==> src/pkg/jcc_pkg.sv <==
/*
 * jcc_pkg: shared constants and carrier types of the justification count codec.
 * assumes a single frame clock domain; byte bit 1 is the msb and is sent first.
 */
package jcc_pkg;

	// ----------------------------------------------------------------
	// widths
	// ----------------------------------------------------------------
	localparam int CNT_W     = 14;
	localparam int NARROW_W  = 10;
	localparam int CRC8_W    = 8;
	localparam int CRC6_W    = 6;
	localparam int MSG8_W    = 16;
	localparam int MSG6_W    = 12;
	localparam int NPAT      = 4;

	// ----------------------------------------------------------------
	// crc generators, x^n term implied
	// ----------------------------------------------------------------
	localparam logic [CRC8_W-1:0] CRC8_POLY = 8'h0d;
	localparam logic [CRC6_W-1:0] CRC6_POLY = 6'h0d;

	// ----------------------------------------------------------------
	// inversion masks, count_bit 1 is the msb; order +1, -1, +2, -2
	// ----------------------------------------------------------------
	localparam logic [CNT_W-1:0] INV14 [NPAT] = '{14'h2aaa, 14'h1555, 14'h1999, 14'h2666};
	localparam logic [CNT_W-1:0] INV10 [NPAT] = '{14'h02aa, 14'h0259, 14'h0165, 14'h0196};
	// flag pair {increment_flag, decrement_flag} for each pattern
	localparam logic [1:0]       PAT_FLAGS [NPAT] = '{2'h2, 2'h1, 2'h2, 2'h1};
	localparam logic signed [2:0] PAT_STEP [NPAT] = '{3'sh1, -3'sh1, 3'sh2, -3'sh2};

	// count bits carried by byte a, the rest travel in byte b
	localparam logic [CNT_W-1:0] BYTE_A_BITS14 = 14'h3fc0;
	localparam logic [CNT_W-1:0] BYTE_A_BITS10 = 14'h03f0;
	localparam logic [CNT_W-1:0] WIDE_BITS     = 14'h3fff;
	localparam logic [CNT_W-1:0] NARROW_BITS   = 14'h03ff;

	// ----------------------------------------------------------------
	// flag encodings
	// ----------------------------------------------------------------
	localparam logic [1:0] FLAGS_NONE = 2'h0;
	localparam logic [1:0] FLAGS_INC  = 2'h2;
	localparam logic [1:0] FLAGS_DEC  = 2'h1;
	localparam logic [1:0] FLAGS_NEW  = 2'h3;
	localparam logic [1:0] PAD2       = 2'h0;

	// ----------------------------------------------------------------
	// types
	// ----------------------------------------------------------------
	typedef struct packed {
		logic [7:0] just_ctrl_byte_a;
		logic [7:0] just_ctrl_byte_b;
		logic [7:0] just_ctrl_check_byte;
	} jcc_bytes_s;

	typedef enum logic {
		JCC_HUNT,
		JCC_SYNC
	} jcc_sync_e;

endpackage

==> src/design/jcc_crc_rem.sv <==
/*
 * jcc_crc_rem: combinational remainder of a message polynomial modulo a generator.
 * assumes the caller appends zero bits for generation or the received check bits for checking.
 */
`timescale 1ns/10ps
module jcc_crc_rem #(
	parameter int               MSG_W = 16,
	parameter int               REM_W = 8,
	parameter logic [REM_W-1:0] POLY  = '0
) (
	input  wire logic [MSG_W-1:0] msg,
	output logic      [REM_W-1:0] rem
);

	// ----------------------------------------------------------------
	// long division, msb first
	// ----------------------------------------------------------------
	always_comb begin
		logic fb;
		fb  = 1'b0;
		rem = '0;
		for (int i = MSG_W - 1; i >= 0; i--) begin
			fb  = rem[REM_W-1];
			rem = {rem[REM_W-2:0], msg[i]};
			if (fb) begin
				rem = rem ^ POLY;
			end
		end
	end

endmodule

==> src/design/jcc_codec.sv <==
/*
 * jcc_codec: encoder and decoder of the per-frame entity count in three justification bytes.
 * assumes frame strobes come from logic on mclk; count_mode is static between frames.
 */
`timescale 1ns/10ps
module jcc_codec #(
	parameter int CW = jcc_pkg::CNT_W
) (
	input  wire logic               mclk,
	input  wire logic               arst_n,
	input  wire logic               clk_en,
	input  wire logic               count_mode,
	input  wire logic               enc_frame,
	input  wire logic [CW-1:0]      enc_count,
	input  wire logic               dec_frame,
	input  wire jcc_pkg::jcc_bytes_s dec_bytes,
	output jcc_pkg::jcc_bytes_s     enc_bytes,
	output logic                    enc_valid,
	output logic [CW-1:0]           dec_count,
	output logic                    dec_valid,
	output logic                    dec_crc_ok,
	output logic                    dec_synced
);

	// ----------------------------------------------------------------
	// encoder: step against the reference
	// ----------------------------------------------------------------
	logic [CW-1:0]        enc_ref_r;
	logic [CW-1:0]        enc_ref_nxt;
	logic [CW-1:0]        width_bits;
	logic [CW-1:0]        enc_new;
	logic [CW:0]          enc_diff;
	logic                 step_zero;
	logic                 step_p1;
	logic                 step_m1;
	logic                 step_p2;
	logic                 step_m2;
	logic [CW-1:0]        inv_p1;
	logic [CW-1:0]        inv_m1;
	logic [CW-1:0]        inv_p2;
	logic [CW-1:0]        inv_m2;
	logic [CW-1:0]        tx_count;
	logic [1:0]           tx_flags;
	logic [7:0]           tx_a;
	logic [7:0]           tx_b;
	logic [7:0]           tx_check;
	logic [7:0]           crc8_tx;
	logic [5:0]           crc6_tx;
	jcc_pkg::jcc_bytes_s  enc_bytes_nxt;

	assign width_bits = count_mode ? jcc_pkg::NARROW_BITS : jcc_pkg::WIDE_BITS;
	// count taken as unsigned, trimmed to the field
	assign enc_new    = enc_count & width_bits;
	assign enc_diff   = {1'b0, enc_new} - {1'b0, enc_ref_r};
	// only nonzero steps of at most two invert
	assign step_zero  = (enc_diff == (CW+1)'(0));
	assign step_p1    = (enc_diff == (CW+1)'(1));
	assign step_p2    = (enc_diff == (CW+1)'(2));
	assign step_m1    = (enc_diff == {(CW+1){1'b1}});
	assign step_m2    = (enc_diff == {{CW{1'b1}}, 1'b0});

	assign inv_p1 = count_mode ? jcc_pkg::INV10[0] : jcc_pkg::INV14[0];
	assign inv_m1 = count_mode ? jcc_pkg::INV10[1] : jcc_pkg::INV14[1];
	assign inv_p2 = count_mode ? jcc_pkg::INV10[2] : jcc_pkg::INV14[2];
	assign inv_m2 = count_mode ? jcc_pkg::INV10[3] : jcc_pkg::INV14[3];

	always_comb begin
		tx_count = enc_ref_r;
		tx_flags = jcc_pkg::FLAGS_NONE;
		if (step_p1) begin
			tx_count = enc_ref_r ^ inv_p1;
			tx_flags = jcc_pkg::FLAGS_INC;
		end else if (step_p2) begin
			tx_count = enc_ref_r ^ inv_p2;
			tx_flags = jcc_pkg::FLAGS_INC;
		end else if (step_m1) begin
			tx_count = enc_ref_r ^ inv_m1;
			tx_flags = jcc_pkg::FLAGS_DEC;
		end else if (step_m2) begin
			tx_count = enc_ref_r ^ inv_m2;
			tx_flags = jcc_pkg::FLAGS_DEC;
		end else if (!step_zero) begin
			tx_count = enc_new;
			tx_flags = jcc_pkg::FLAGS_NEW;
		end
	end

	// narrow field leaves bits 1-2 of each byte at zero
	assign tx_a = count_mode ? {jcc_pkg::PAD2, tx_count[9:4]} : tx_count[13:6];
	assign tx_b = count_mode ? {jcc_pkg::PAD2, tx_count[3:0], tx_flags} : {tx_count[5:0], tx_flags};

	jcc_crc_rem #(
		.MSG_W (jcc_pkg::MSG8_W + jcc_pkg::CRC8_W),
		.REM_W (jcc_pkg::CRC8_W),
		.POLY  (jcc_pkg::CRC8_POLY)
	) u_crc8_tx (
		.msg ({tx_a, tx_b, 8'h00}),
		.rem (crc8_tx)
	);

	jcc_crc_rem #(
		.MSG_W (jcc_pkg::MSG6_W + jcc_pkg::CRC6_W),
		.REM_W (jcc_pkg::CRC6_W),
		.POLY  (jcc_pkg::CRC6_POLY)
	) u_crc6_tx (
		.msg ({tx_a[5:0], tx_b[5:0], 6'h00}),
		.rem (crc6_tx)
	);

	// x^7 lands in bit 1, sent first
	assign tx_check      = count_mode ? {jcc_pkg::PAD2, crc6_tx} : crc8_tx;
	assign enc_bytes_nxt = '{just_ctrl_byte_a: tx_a, just_ctrl_byte_b: tx_b, just_ctrl_check_byte: tx_check};
	// the new count is the next reference
	assign enc_ref_nxt   = enc_frame ? enc_new : enc_ref_r;

	// ----------------------------------------------------------------
	// decoder: field extraction and crc check
	// ----------------------------------------------------------------
	logic [CW-1:0]        rx_count;
	logic [1:0]           rx_flags;
	logic [7:0]           rem8_rx;
	logic [5:0]           rem6_rx;
	logic                 rx_crc_ok;
	logic [CW-1:0]        rx_diff;
	logic [CW-1:0]        byte_a_bits;
	logic [CW-1:0]        byte_b_bits;
	logic [jcc_pkg::NPAT-1:0] hit_all;
	logic [jcc_pkg::NPAT-1:0] hit_a;
	logic [jcc_pkg::NPAT-1:0] hit_b;

	assign rx_count = count_mode ?
		{4'h0, dec_bytes.just_ctrl_byte_a[5:0], dec_bytes.just_ctrl_byte_b[5:2]} :
		{dec_bytes.just_ctrl_byte_a, dec_bytes.just_ctrl_byte_b[7:2]};
	assign rx_flags = dec_bytes.just_ctrl_byte_b[1:0];

	jcc_crc_rem #(
		.MSG_W (jcc_pkg::MSG8_W + jcc_pkg::CRC8_W),
		.REM_W (jcc_pkg::CRC8_W),
		.POLY  (jcc_pkg::CRC8_POLY)
	) u_crc8_rx (
		.msg ({dec_bytes.just_ctrl_byte_a, dec_bytes.just_ctrl_byte_b, dec_bytes.just_ctrl_check_byte}),
		.rem (rem8_rx)
	);

	jcc_crc_rem #(
		.MSG_W (jcc_pkg::MSG6_W + jcc_pkg::CRC6_W),
		.REM_W (jcc_pkg::CRC6_W),
		.POLY  (jcc_pkg::CRC6_POLY)
	) u_crc6_rx (
		.msg ({dec_bytes.just_ctrl_byte_a[5:0], dec_bytes.just_ctrl_byte_b[5:0],
			dec_bytes.just_ctrl_check_byte[5:0]}),
		.rem (rem6_rx)
	);

	assign rx_crc_ok   = count_mode ? (rem6_rx == 6'h00) : (rem8_rx == 8'h00);
	assign rx_diff     = rx_count ^ dec_count;
	assign byte_a_bits = count_mode ? jcc_pkg::BYTE_A_BITS10 : jcc_pkg::BYTE_A_BITS14;
	assign byte_b_bits = width_bits & ~byte_a_bits;

	// ----------------------------------------------------------------
	// per pattern match against the expected count
	// ----------------------------------------------------------------
	generate
		for (genvar k = 0; k < jcc_pkg::NPAT; k++) begin : g_pat
			logic [CW-1:0] mask;
			logic [CW-1:0] err;
			assign mask       = count_mode ? jcc_pkg::INV10[k] : jcc_pkg::INV14[k];
			assign err        = rx_diff ^ mask;
			assign hit_all[k] = (err == '0) && (rx_flags == jcc_pkg::PAT_FLAGS[k]);
			assign hit_a[k]   = ((err & byte_a_bits) == '0);
			assign hit_b[k]   = ((err & byte_b_bits) == '0) && (rx_flags == jcc_pkg::PAT_FLAGS[k]);
		end
	endgenerate

	// lowest index wins; masks never overlap inside one byte in practice
	function automatic logic [1:0] first_hit(input logic [jcc_pkg::NPAT-1:0] v);
		first_hit = 2'h0;
		for (int i = jcc_pkg::NPAT - 1; i >= 0; i--) begin
			if (v[i]) begin
				first_hit = 2'(i);
			end
		end
	endfunction

	// ----------------------------------------------------------------
	// decoder: sync decision
	// ----------------------------------------------------------------
	jcc_pkg::jcc_sync_e   sync_r;
	jcc_pkg::jcc_sync_e   sync_nxt;
	logic [CW-1:0]        dcnt_nxt;
	logic                 use_step;
	logic [1:0]           step_idx;
	logic [1:0]           idx_a;
	logic [1:0]           idx_b;
	logic [CW-1:0]        stepped;

	assign idx_a   = first_hit(hit_a);
	assign idx_b   = first_hit(hit_b);
	assign stepped = (dec_count + CW'(signed'(jcc_pkg::PAT_STEP[step_idx]))) & width_bits;

	always_comb begin
		sync_nxt = sync_r;
		use_step = 1'b0;
		step_idx = 2'h0;
		dcnt_nxt = dec_count;
		if (rx_crc_ok && (rx_flags[1] == rx_flags[0])) begin
			dcnt_nxt = rx_count;
			sync_nxt = jcc_pkg::JCC_SYNC;
		end else if (sync_r == jcc_pkg::JCC_SYNC) begin
			case ({rx_crc_ok, |hit_a, |hit_b})
				3'b100, 3'b101, 3'b110, 3'b111: begin
					use_step = |hit_all;
					step_idx = first_hit(hit_all);
					sync_nxt = (|hit_all) ? jcc_pkg::JCC_SYNC : jcc_pkg::JCC_HUNT;
				end
				3'b010: begin
					use_step = 1'b1;
					step_idx = idx_a;
				end
				3'b001: begin
					use_step = 1'b1;
					step_idx = idx_b;
				end
				3'b011: begin
					// disagreeing copies are not trusted
					use_step = (idx_a == idx_b);
					step_idx = idx_a;
					sync_nxt = (idx_a == idx_b) ? jcc_pkg::JCC_SYNC : jcc_pkg::JCC_HUNT;
				end
				default: begin
					sync_nxt = jcc_pkg::JCC_HUNT;
				end
			endcase
			if (use_step) begin
				dcnt_nxt = stepped;
			end
		end
	end

	// ----------------------------------------------------------------
	// state
	// ----------------------------------------------------------------
	always_ff @(posedge mclk or negedge arst_n) begin
		if (!arst_n) begin
			enc_ref_r  <= '0;
			enc_bytes  <= '0;
			enc_valid  <= 1'b0;
		end else if (clk_en) begin
			enc_ref_r  <= enc_ref_nxt;
			enc_valid  <= enc_frame;
			if (enc_frame) begin
				enc_bytes <= enc_bytes_nxt;
			end
		end
	end

	always_ff @(posedge mclk or negedge arst_n) begin
		if (!arst_n) begin
			sync_r     <= jcc_pkg::JCC_HUNT;
			dec_count  <= '0;
			dec_valid  <= 1'b0;
			dec_crc_ok <= 1'b0;
		end else if (clk_en) begin
			dec_valid  <= dec_frame;
			if (dec_frame) begin
				sync_r     <= sync_nxt;
				dec_count  <= dcnt_nxt;
				dec_crc_ok <= rx_crc_ok;
			end
		end
	end

	assign dec_synced = (sync_r == jcc_pkg::JCC_SYNC);

endmodule

==> config.mk <==
export PLATFORM = sky130hd
export DESIGN_NAME = jcc_codec
export DESIGN_NICKNAME = d
export VERILOG_FILES = /design/src/pkg/jcc_pkg.sv /design/src/design/jcc_crc_rem.sv /design/src/design/jcc_codec.sv
export SDC_FILE = /design/constraint.sdc
export NUM_CORES = 1
export LEC_CHECK = 0
export BUFFER_PORTS_ARGS = -buffer_cell sky130_fd_sc_hd__buf_4
export CELL_PAD_IN_SITES_DETAIL_PLACEMENT = 1
export CELL_PAD_IN_SITES_GLOBAL_PLACEMENT = 1
export CORE_MARGIN = 2
export CORE_UTILIZATION = 49
export CTS_CLUSTER_SIZE = 20
export DETAILED_ROUTE_END_ITERATION = 16
export GPL_TIMING_DRIVEN = 1
export PLACE_DENSITY = 0.89
export SYNTH_ARGS = -nofsm -noshare
export SYNTH_HDL_FRONTEND = slang
export SYNTH_SLANG_ARGS = --single-unit
==> constraint.sdc <==
create_clock -name mclk -period 15.1 [get_ports mclk]
set_input_delay 2.265 -clock mclk [delete_from_list [all_inputs] [get_ports mclk]]
set_output_delay 2.265 -clock mclk [all_outputs]
set_load 0.02 [all_outputs]
Word level (Yosys, flattened, before mapping)
Cells that the tools add are included.
{ "word_totals": {"out_inout_bits": 42, "in_bits": 44, "wordCells": 246, "reg_bits": 56} }
{ "classes": {"order_cmp": 1, "bitwise": 78, "add_sub_neg": 2, "eq_ne": 15, "muxes": 106, "reduce_logical": 35} }
{ "ops": {"columns": ["operator", "count"], "rows": [
  ["4-bit two-way mux", 56],
  ["14-bit two-way mux", 13],
  ["14-bit logical NOT", 12],
  ["3-bit inverter", 56],
  ["14-bit bitwise AND", 11],
  ["14-bit bitwise XOR", 7],
  ["2-bit two-way mux", 19],
  ["15-bit equality test (second input constant)", 2],
  ["14-bit by 13-bit bitwise XOR with 14-bit output", 2],
  ["13-bit two-way mux", 2],
  ["8-bit two-way mux", 3],
  ["4-bit OR reduction", 4],
  ["15-bit by 1-bit equality test with 1-bit output (second input constant)", 1],
  ["15-bit by 2-bit equality test with 1-bit output (second input constant)", 1],
  ["15-bit logical NOT", 1],
  ["14-bit by 14-bit subtractor with 15-bit output", 1],
  ["14-bit adder", 1],
  ["14-bit inverter", 1],
  ["3-bit equality test (second input constant)", 4],
  ["1-bit logical AND", 9],
  ["8-bit logical NOT", 1],
  ["1-bit two-way mux", 7],
  ["3-bit binary-select mux with 2-bit select", 1],
  ["3-bit by 2-bit equality test with 1-bit output (second input constant)", 2],
  ["other kinds (15)", 20]
]} }

Logic depth before layout (Yosys ltp)
{ "logic_depth": {"depth_word": 48, "depth_mapped": 34, "ltp_nobuf": 32} }

Hierarchy
A second synthesis with hierarchy kept.
{ "hier_totals": {"cells_unflattened": 905, "hier_area_um2": 7674.9} }
{ "modules_own_cells": {"columns": ["module", "seq_area_each_um2", "cells_each", "instances", "area_per_inst_um2"], "rows": [
  ["jcc_codec", 1401.3, 775, 1, 6120.9],
  ["jcc_crc_rem at u_crc8_rx ...", 0.0, 40, 2, 465.4],
  ["jcc_crc_rem at u_crc6_rx ...", 0.0, 25, 2, 311.5]
]} }

Worst setup path after synthesis
Ideal clock, no wire load.
{ "synth_path": {"path_type": "input port to flip-flop", "startpoint": "input port count_mode", "endpoint": "register enc_bytes[1] (netlist bit)", "cell_stages": 25, "n_path_buf": 7, "path_slack_ns": 6.714, "arrival_ns": 8.255, "required_ns": 14.970, "setup_ns": 0.130, "path_cell_list": "clkbuf_1 clkbuf_1 buf_1 buf_1 clkbuf_1 clkbuf_1 nor2_1 ha_1 buf_2 a21o_1 a31oi_1 a31oi_1 o31a_1 nor4_4 nand4_4 o211a_2 a211oi_4 and3b_1 o21a_1 o31ai_4 xor2_2 xnor3_1 mux2i_1 xor2_1 o21ai_1"} }
{ "synth_between": {"elab_chain_cells": 23, "word_cells_on_any_way": 65, "classes_between": "add/sub (1); eq/ne (4); mux (39); bitwise (20); reduce/logical (1)"} }
{ "synth_rtl": {"columns": ["item", "line_no", "source"], "rows": [
  ["from (decl)", "jcc_codec.sv:12", "input wire logic count_mode,"],
  ["14-bit two-way mux *", "jcc_codec.sv:51", "assign width_bits = count_mode ? jcc_pkg::NARROW_BITS : jcc_pkg::WIDE_BITS;"],
  ["14-bit bitwise AND *", "jcc_codec.sv:53", "assign enc_new = enc_count & width_bits;"],
  ["named net enc_new[11]", "jcc_codec.sv:31", "logic [CW-1:0] enc_new;"],
  ["14-bit by 14-bit subtractor with 15-bit output", "jcc_codec.sv:54", "assign enc_diff = {1'b0, enc_new} - {1'b0, enc_ref_r};"],
  ["15-bit logical NOT", "jcc_codec.sv:56", "assign step_zero = (enc_diff == (CW+1)'(0));"],
  ["14-bit two-way mux", "jcc_codec.sv:82", "end else if (!step_zero) begin"],
  ["14-bit two-way mux", "jcc_codec.sv:79", "end else if (step_m2) begin"],
  ["14-bit two-way mux", "jcc_codec.sv:76", "end else if (step_m1) begin"],
  ["[6 not listed]", null, null],
  ["4-bit two-way mux / 3-bit inverter (equally long branches)", null, null],
  ["4-bit two-way mux", "jcc_crc_rem.sv:25", "if (fb) begin"],
  ["4-bit two-way mux / 3-bit inverter (equally long branches)", null, null],
  ["3-bit inverter (no line) / 4-bit two-way mux (equally long branches)", null, null],
  ["4-bit two-way mux", "jcc_crc_rem.sv:25", null],
  ["3-bit inverter (no line)", null, null],
  ["4-bit two-way mux (3 in a row)", "jcc_crc_rem.sv:25", null],
  ["8-bit two-way mux *", "jcc_codec.sv:111", "assign tx_check = count_mode ? {jcc_pkg::PAD2, crc6_tx} : crc8_tx;"],
  ["to (signal assigned)", "jcc_codec.sv:252", "enc_bytes <= enc_bytes_nxt;"],
  ["to (decl)", "jcc_codec.sv:17", "output jcc_pkg::jcc_bytes_s enc_bytes,"]
]} }
Mark *: on every way through the listed nets, which the timed path passes. The rest lies on a longest branch.
A chain may end at the register's enable or synchronous reset.

Worst setup path after layout
{ "layout_path": {"startpoint": "input port count_mode", "endpoint": "register dec_count[13]"} }
{ "layout_between": {"elab_chain_cells": 22, "word_cells_on_any_way": 88, "classes_between": "add/sub (1); eq/ne (8); mux (32); bitwise (17); reduce/logical (30)"} }
{ "layout_rtl": {"columns": ["item", "line_no", "source"], "rows": [
  ["branches (longest 22 deep; another with 14-bit two-way mux)", null, null],
  ["to (signal assigned)", "jcc_codec.sv:267", "dec_count <= dcnt_nxt;"],
  ["to (decl)", "jcc_codec.sv:19", "output logic [CW-1:0] dec_count,"]
]} }
Parallel ways; which one is timed is not known. The select of a mux whose other input is x is not followed.

==> impl_metrics.json <==
{
  "outcome": "completed",
  "timing.hold.ws_ps": 481,
  "clock.fmax_mhz": 112,
  "postSynthAreaPerCell_um2": 7.87,
  "fin_crit_sh_pct": 59.1,
  "synth_cells": 964,
  "drt_pass1_iterations": 6,
  "nets": 1097,
  "final-setup-viol-count": 0,
  "core_area_um2": 15100,
  "fin_util_pct": 55.5,
  "synthFlopType": "dfrtp_1",
  "num_antenna_cells": 0,
  "place.port_buffers": 85,
  "yosysUniqueCellTypes": 99,
  "maxCapViolations": 0,
  "synth_top_area_share_pct": 18.5,
  "synthArstFlopShare_pct": 100,
  "cts_sinks": 56,
  "required_ps": 15320,
  "grt_overflow_total": 0,
  "clk_pin_slew_ps": 90,
  "min_period_ps": 8930,
  "post_cts_buffers": 0,
  "slew_headroom_pct": 15.0,
  "synth_edf_count": 0,
  "cts_root_buffer": "clkbuf_16",
  "grt_pass1_vias": 7584,
  "fin_tns_setup_ps": 0,
  "syn_to_final_growth_pct": 10.7,
  "clk_path_buf_depth": 2,
  "cts_tree": "yes",
  "layout_commonest_cell": "nand2_1",
  "final_cell_mix": "nand2_1 (107), xnor2_1 (93), nor2_1 (90), buf_4 (90), a21oi_1 (63)",
  "routed-via-count": 7509,
  "die_x_um": 128,
  "hold_class": "flip-flop to flip-flop",
  "grt_first_pass_wirelength_um": 40200,
  "die-area_um2": 16500,
  "syn_area_um2": 7580,
  "power.total_uw": 911,
  "syn_nets": 1055,
  "arrival_ps": 9140,
  "gp_congestion": 0.905,
  "ios": 86,
  "drv_slew": 0,
  "drive_gt1_share_pct": 15.6,
  "clk_latency_ps": 320,
  "synth_warnings": 0,
  "drt_wl_total_um": 24900,
  "leakage_nw": 3.73,
  "h-tree-depth": 2,
  "worst_slew_pin_slew_ps": 1270,
  "postCtsHoldBufs": 0,
  "grt_max_degree": 69,
  "critPathLaunchType": "input pin",
  "ys_seq_area_share_pct": 18.5,
  "worst_slack_ps": 6170,
  "die_y_um": 128,
  "post-place-ws_ps": 6080,
  "rsz0062_at_grt": "false",
  "ant_nets": 0,
  "row_count": 45,
  "vias_per_cell": 6.28,
  "hold_violations": 0,
  "yosys-top-cells-area": "dfrtp_1 (18%), xnor2_1 (11%), ha_1 (7.4%), nand2_1 (5.3%), xor2_1 (4.7%)",
  "synth_seq_cells": 56,
  "finalNonFillerCells": 1195,
  "drc": 0,
  "crit_type": "input pin to flip-flop",
  "yosysTopAreaCell": "dfrtp_1",
  "fin_skew_ps": 7.19,
  "initial_core_util_pct": 50.1,
  "numCtsBuffers": 5,
  "powerDensity_nw_per_um2": 108,
  "dp_hpwl_um": 19500,
  "place_area_um2": 8250,
  "grt_use_total_pct": 30.6,
  "fin_area_um2": 8400,
  "drtIter0Drc": 592,
  "vdd_ir_drop_max_mv": 0.0540,
  "wl_per_cell_um": 20.9,
  "path_max_fanout": 68,
  "antenna_found_initial": 0,
  "place_inst": 1187,
  "cts.repair.resized": 0,
  "cp-end-kind": "flip-flop"
}
==> worst paths after layout <==
kind | to | slack (ps) | from | cells past startpoint
setup / recovery | dec_count[13] | 6170 | count_mode | 28
hold / removal | enc_bytes[22] | 480 | enc_bytes[22] | 2
setup reg to reg | enc_bytes[2] | 8580 | enc_ref_r[0] | 17
hold reg to reg | enc_bytes[22] | 480 | enc_bytes[22] | 2
max in group asynchronous | enc_bytes[18] | 12600 | arst_n | 1
min in group asynchronous | enc_ref_r[13] | 2010 | arst_n | 1
==> cell families (layout without fill, tap and decap cells) <==
logic type               after synthesis  in the layout  synth area share (%)
AO/OA/AOI/OAI                        262            262                  24.3
XOR/XNOR                             143            143                  17.9
adder cells (fa/ha/maj)               47             47                  7.95
buffers and inverters                102            145                  5.59
flip-flops                            56             56                  18.5
multiplexers                          36             36                  4.95
AND/OR/NAND/NOR                      318            318                  20.9
==> where the power goes <==
| part | total (mW) | switching (mW) | internal [mW] |
|---|---|---|---|
| registers | 0.214 | 0.0335 | 0.180 |
| logic | 0.568 | 0.332 | 0.235 |
| clock network | 0.130 | 0.0672 | 0.0626 |
| total | 0.911 | 0.433 | 0.478 |
==> metal layers <==
metal	GRT usage (%)	vias up	wire length, µm
li1	-	3489	-
met1	40.9	3726	11100
met2	52.1	253	12000
met3	4.70	41	1420
met4	7.11	0	461
met5	0	-	0
==> worst max-delay path: stages <==
cell and delay (ps):
buf_4 640, inv_1 510, buf_4 370, nand2_1 130, xnor2_1 210, inv_1 100
ha_1 210, or4_1 570, o22ai_1 280, a31oi_1 90, a21oi_1 180, nand2_1 140
inv_1 400, ha_1 370, a21oi_1 240, o21ai_0 120, a21oi_1 260, o21ai_0 120
a21oi_1 270, o21bai_1 110, a21oi_1 230, o21bai_1 90, a21oi_1 240, o21bai_1 100
a21oi_1 230, xnor2_1 200, o21ai_0 150, a32o_1 280
==> flip-flops by register name (all words and copies together), names as in the netlist <==
signal and cells:
dec_crc_ok 1, dec_valid 1, enc_bytes 24, dec_synced 1
enc_valid 1, dec_count 14, enc_ref_r 14
==> synth_stat cells, types with 4 or more instances <==
| library cell | n |
|---|---|
| o21a_1 | 7 |
| o21bai_1 | 8 |
| nor4_1 | 5 |
| a211oi_1 | 10 |
| xnor3_1 | 4 |
| a21oi_1 | 64 |
| or3_1 | 7 |
| mux2_2 | 12 |
| and2_1 | 9 |
| dfrtp_1 | 56 |
| mux2i_1 | 24 |
| a22oi_1 | 4 |
| nand4_1 | 6 |
| o31ai_1 | 5 |
| a31oi_1 | 11 |
| buf_1 | 5 |
| inv_1 | 47 |
| xor2_1 | 41 |
| o21ai_0 | 55 |
| nand3_1 | 17 |
| clkbuf_1 | 33 |
| a21o_1 | 12 |
| o22ai_1 | 7 |
| and4_1 | 4 |
| a21boi_0 | 5 |
| o211ai_1 | 5 |
| nor2b_1 | 9 |
| nand2_1 | 107 |
| nor3_1 | 25 |
| ha_1 | 45 |
| xnor2_1 | 93 |
| buf_2 | 11 |
| o211a_1 | 5 |
| a21oi_2 | 5 |
| nand2b_1 | 7 |
| o21ai_1 | 10 |
| nor2_1 | 90 |
| and3_1 | 4 |
==> final cells by class <==
type	count	area [µm²]
clock inverter	3	22.5
clock buffer	5	125
multi-input combinational	806	5760
tap	188	235
inverter	47	176
timing repair buffer	90	676
fill	1894	6750
sequential	56	1400
No activity file was read; power rests on OpenSTA's default activity.
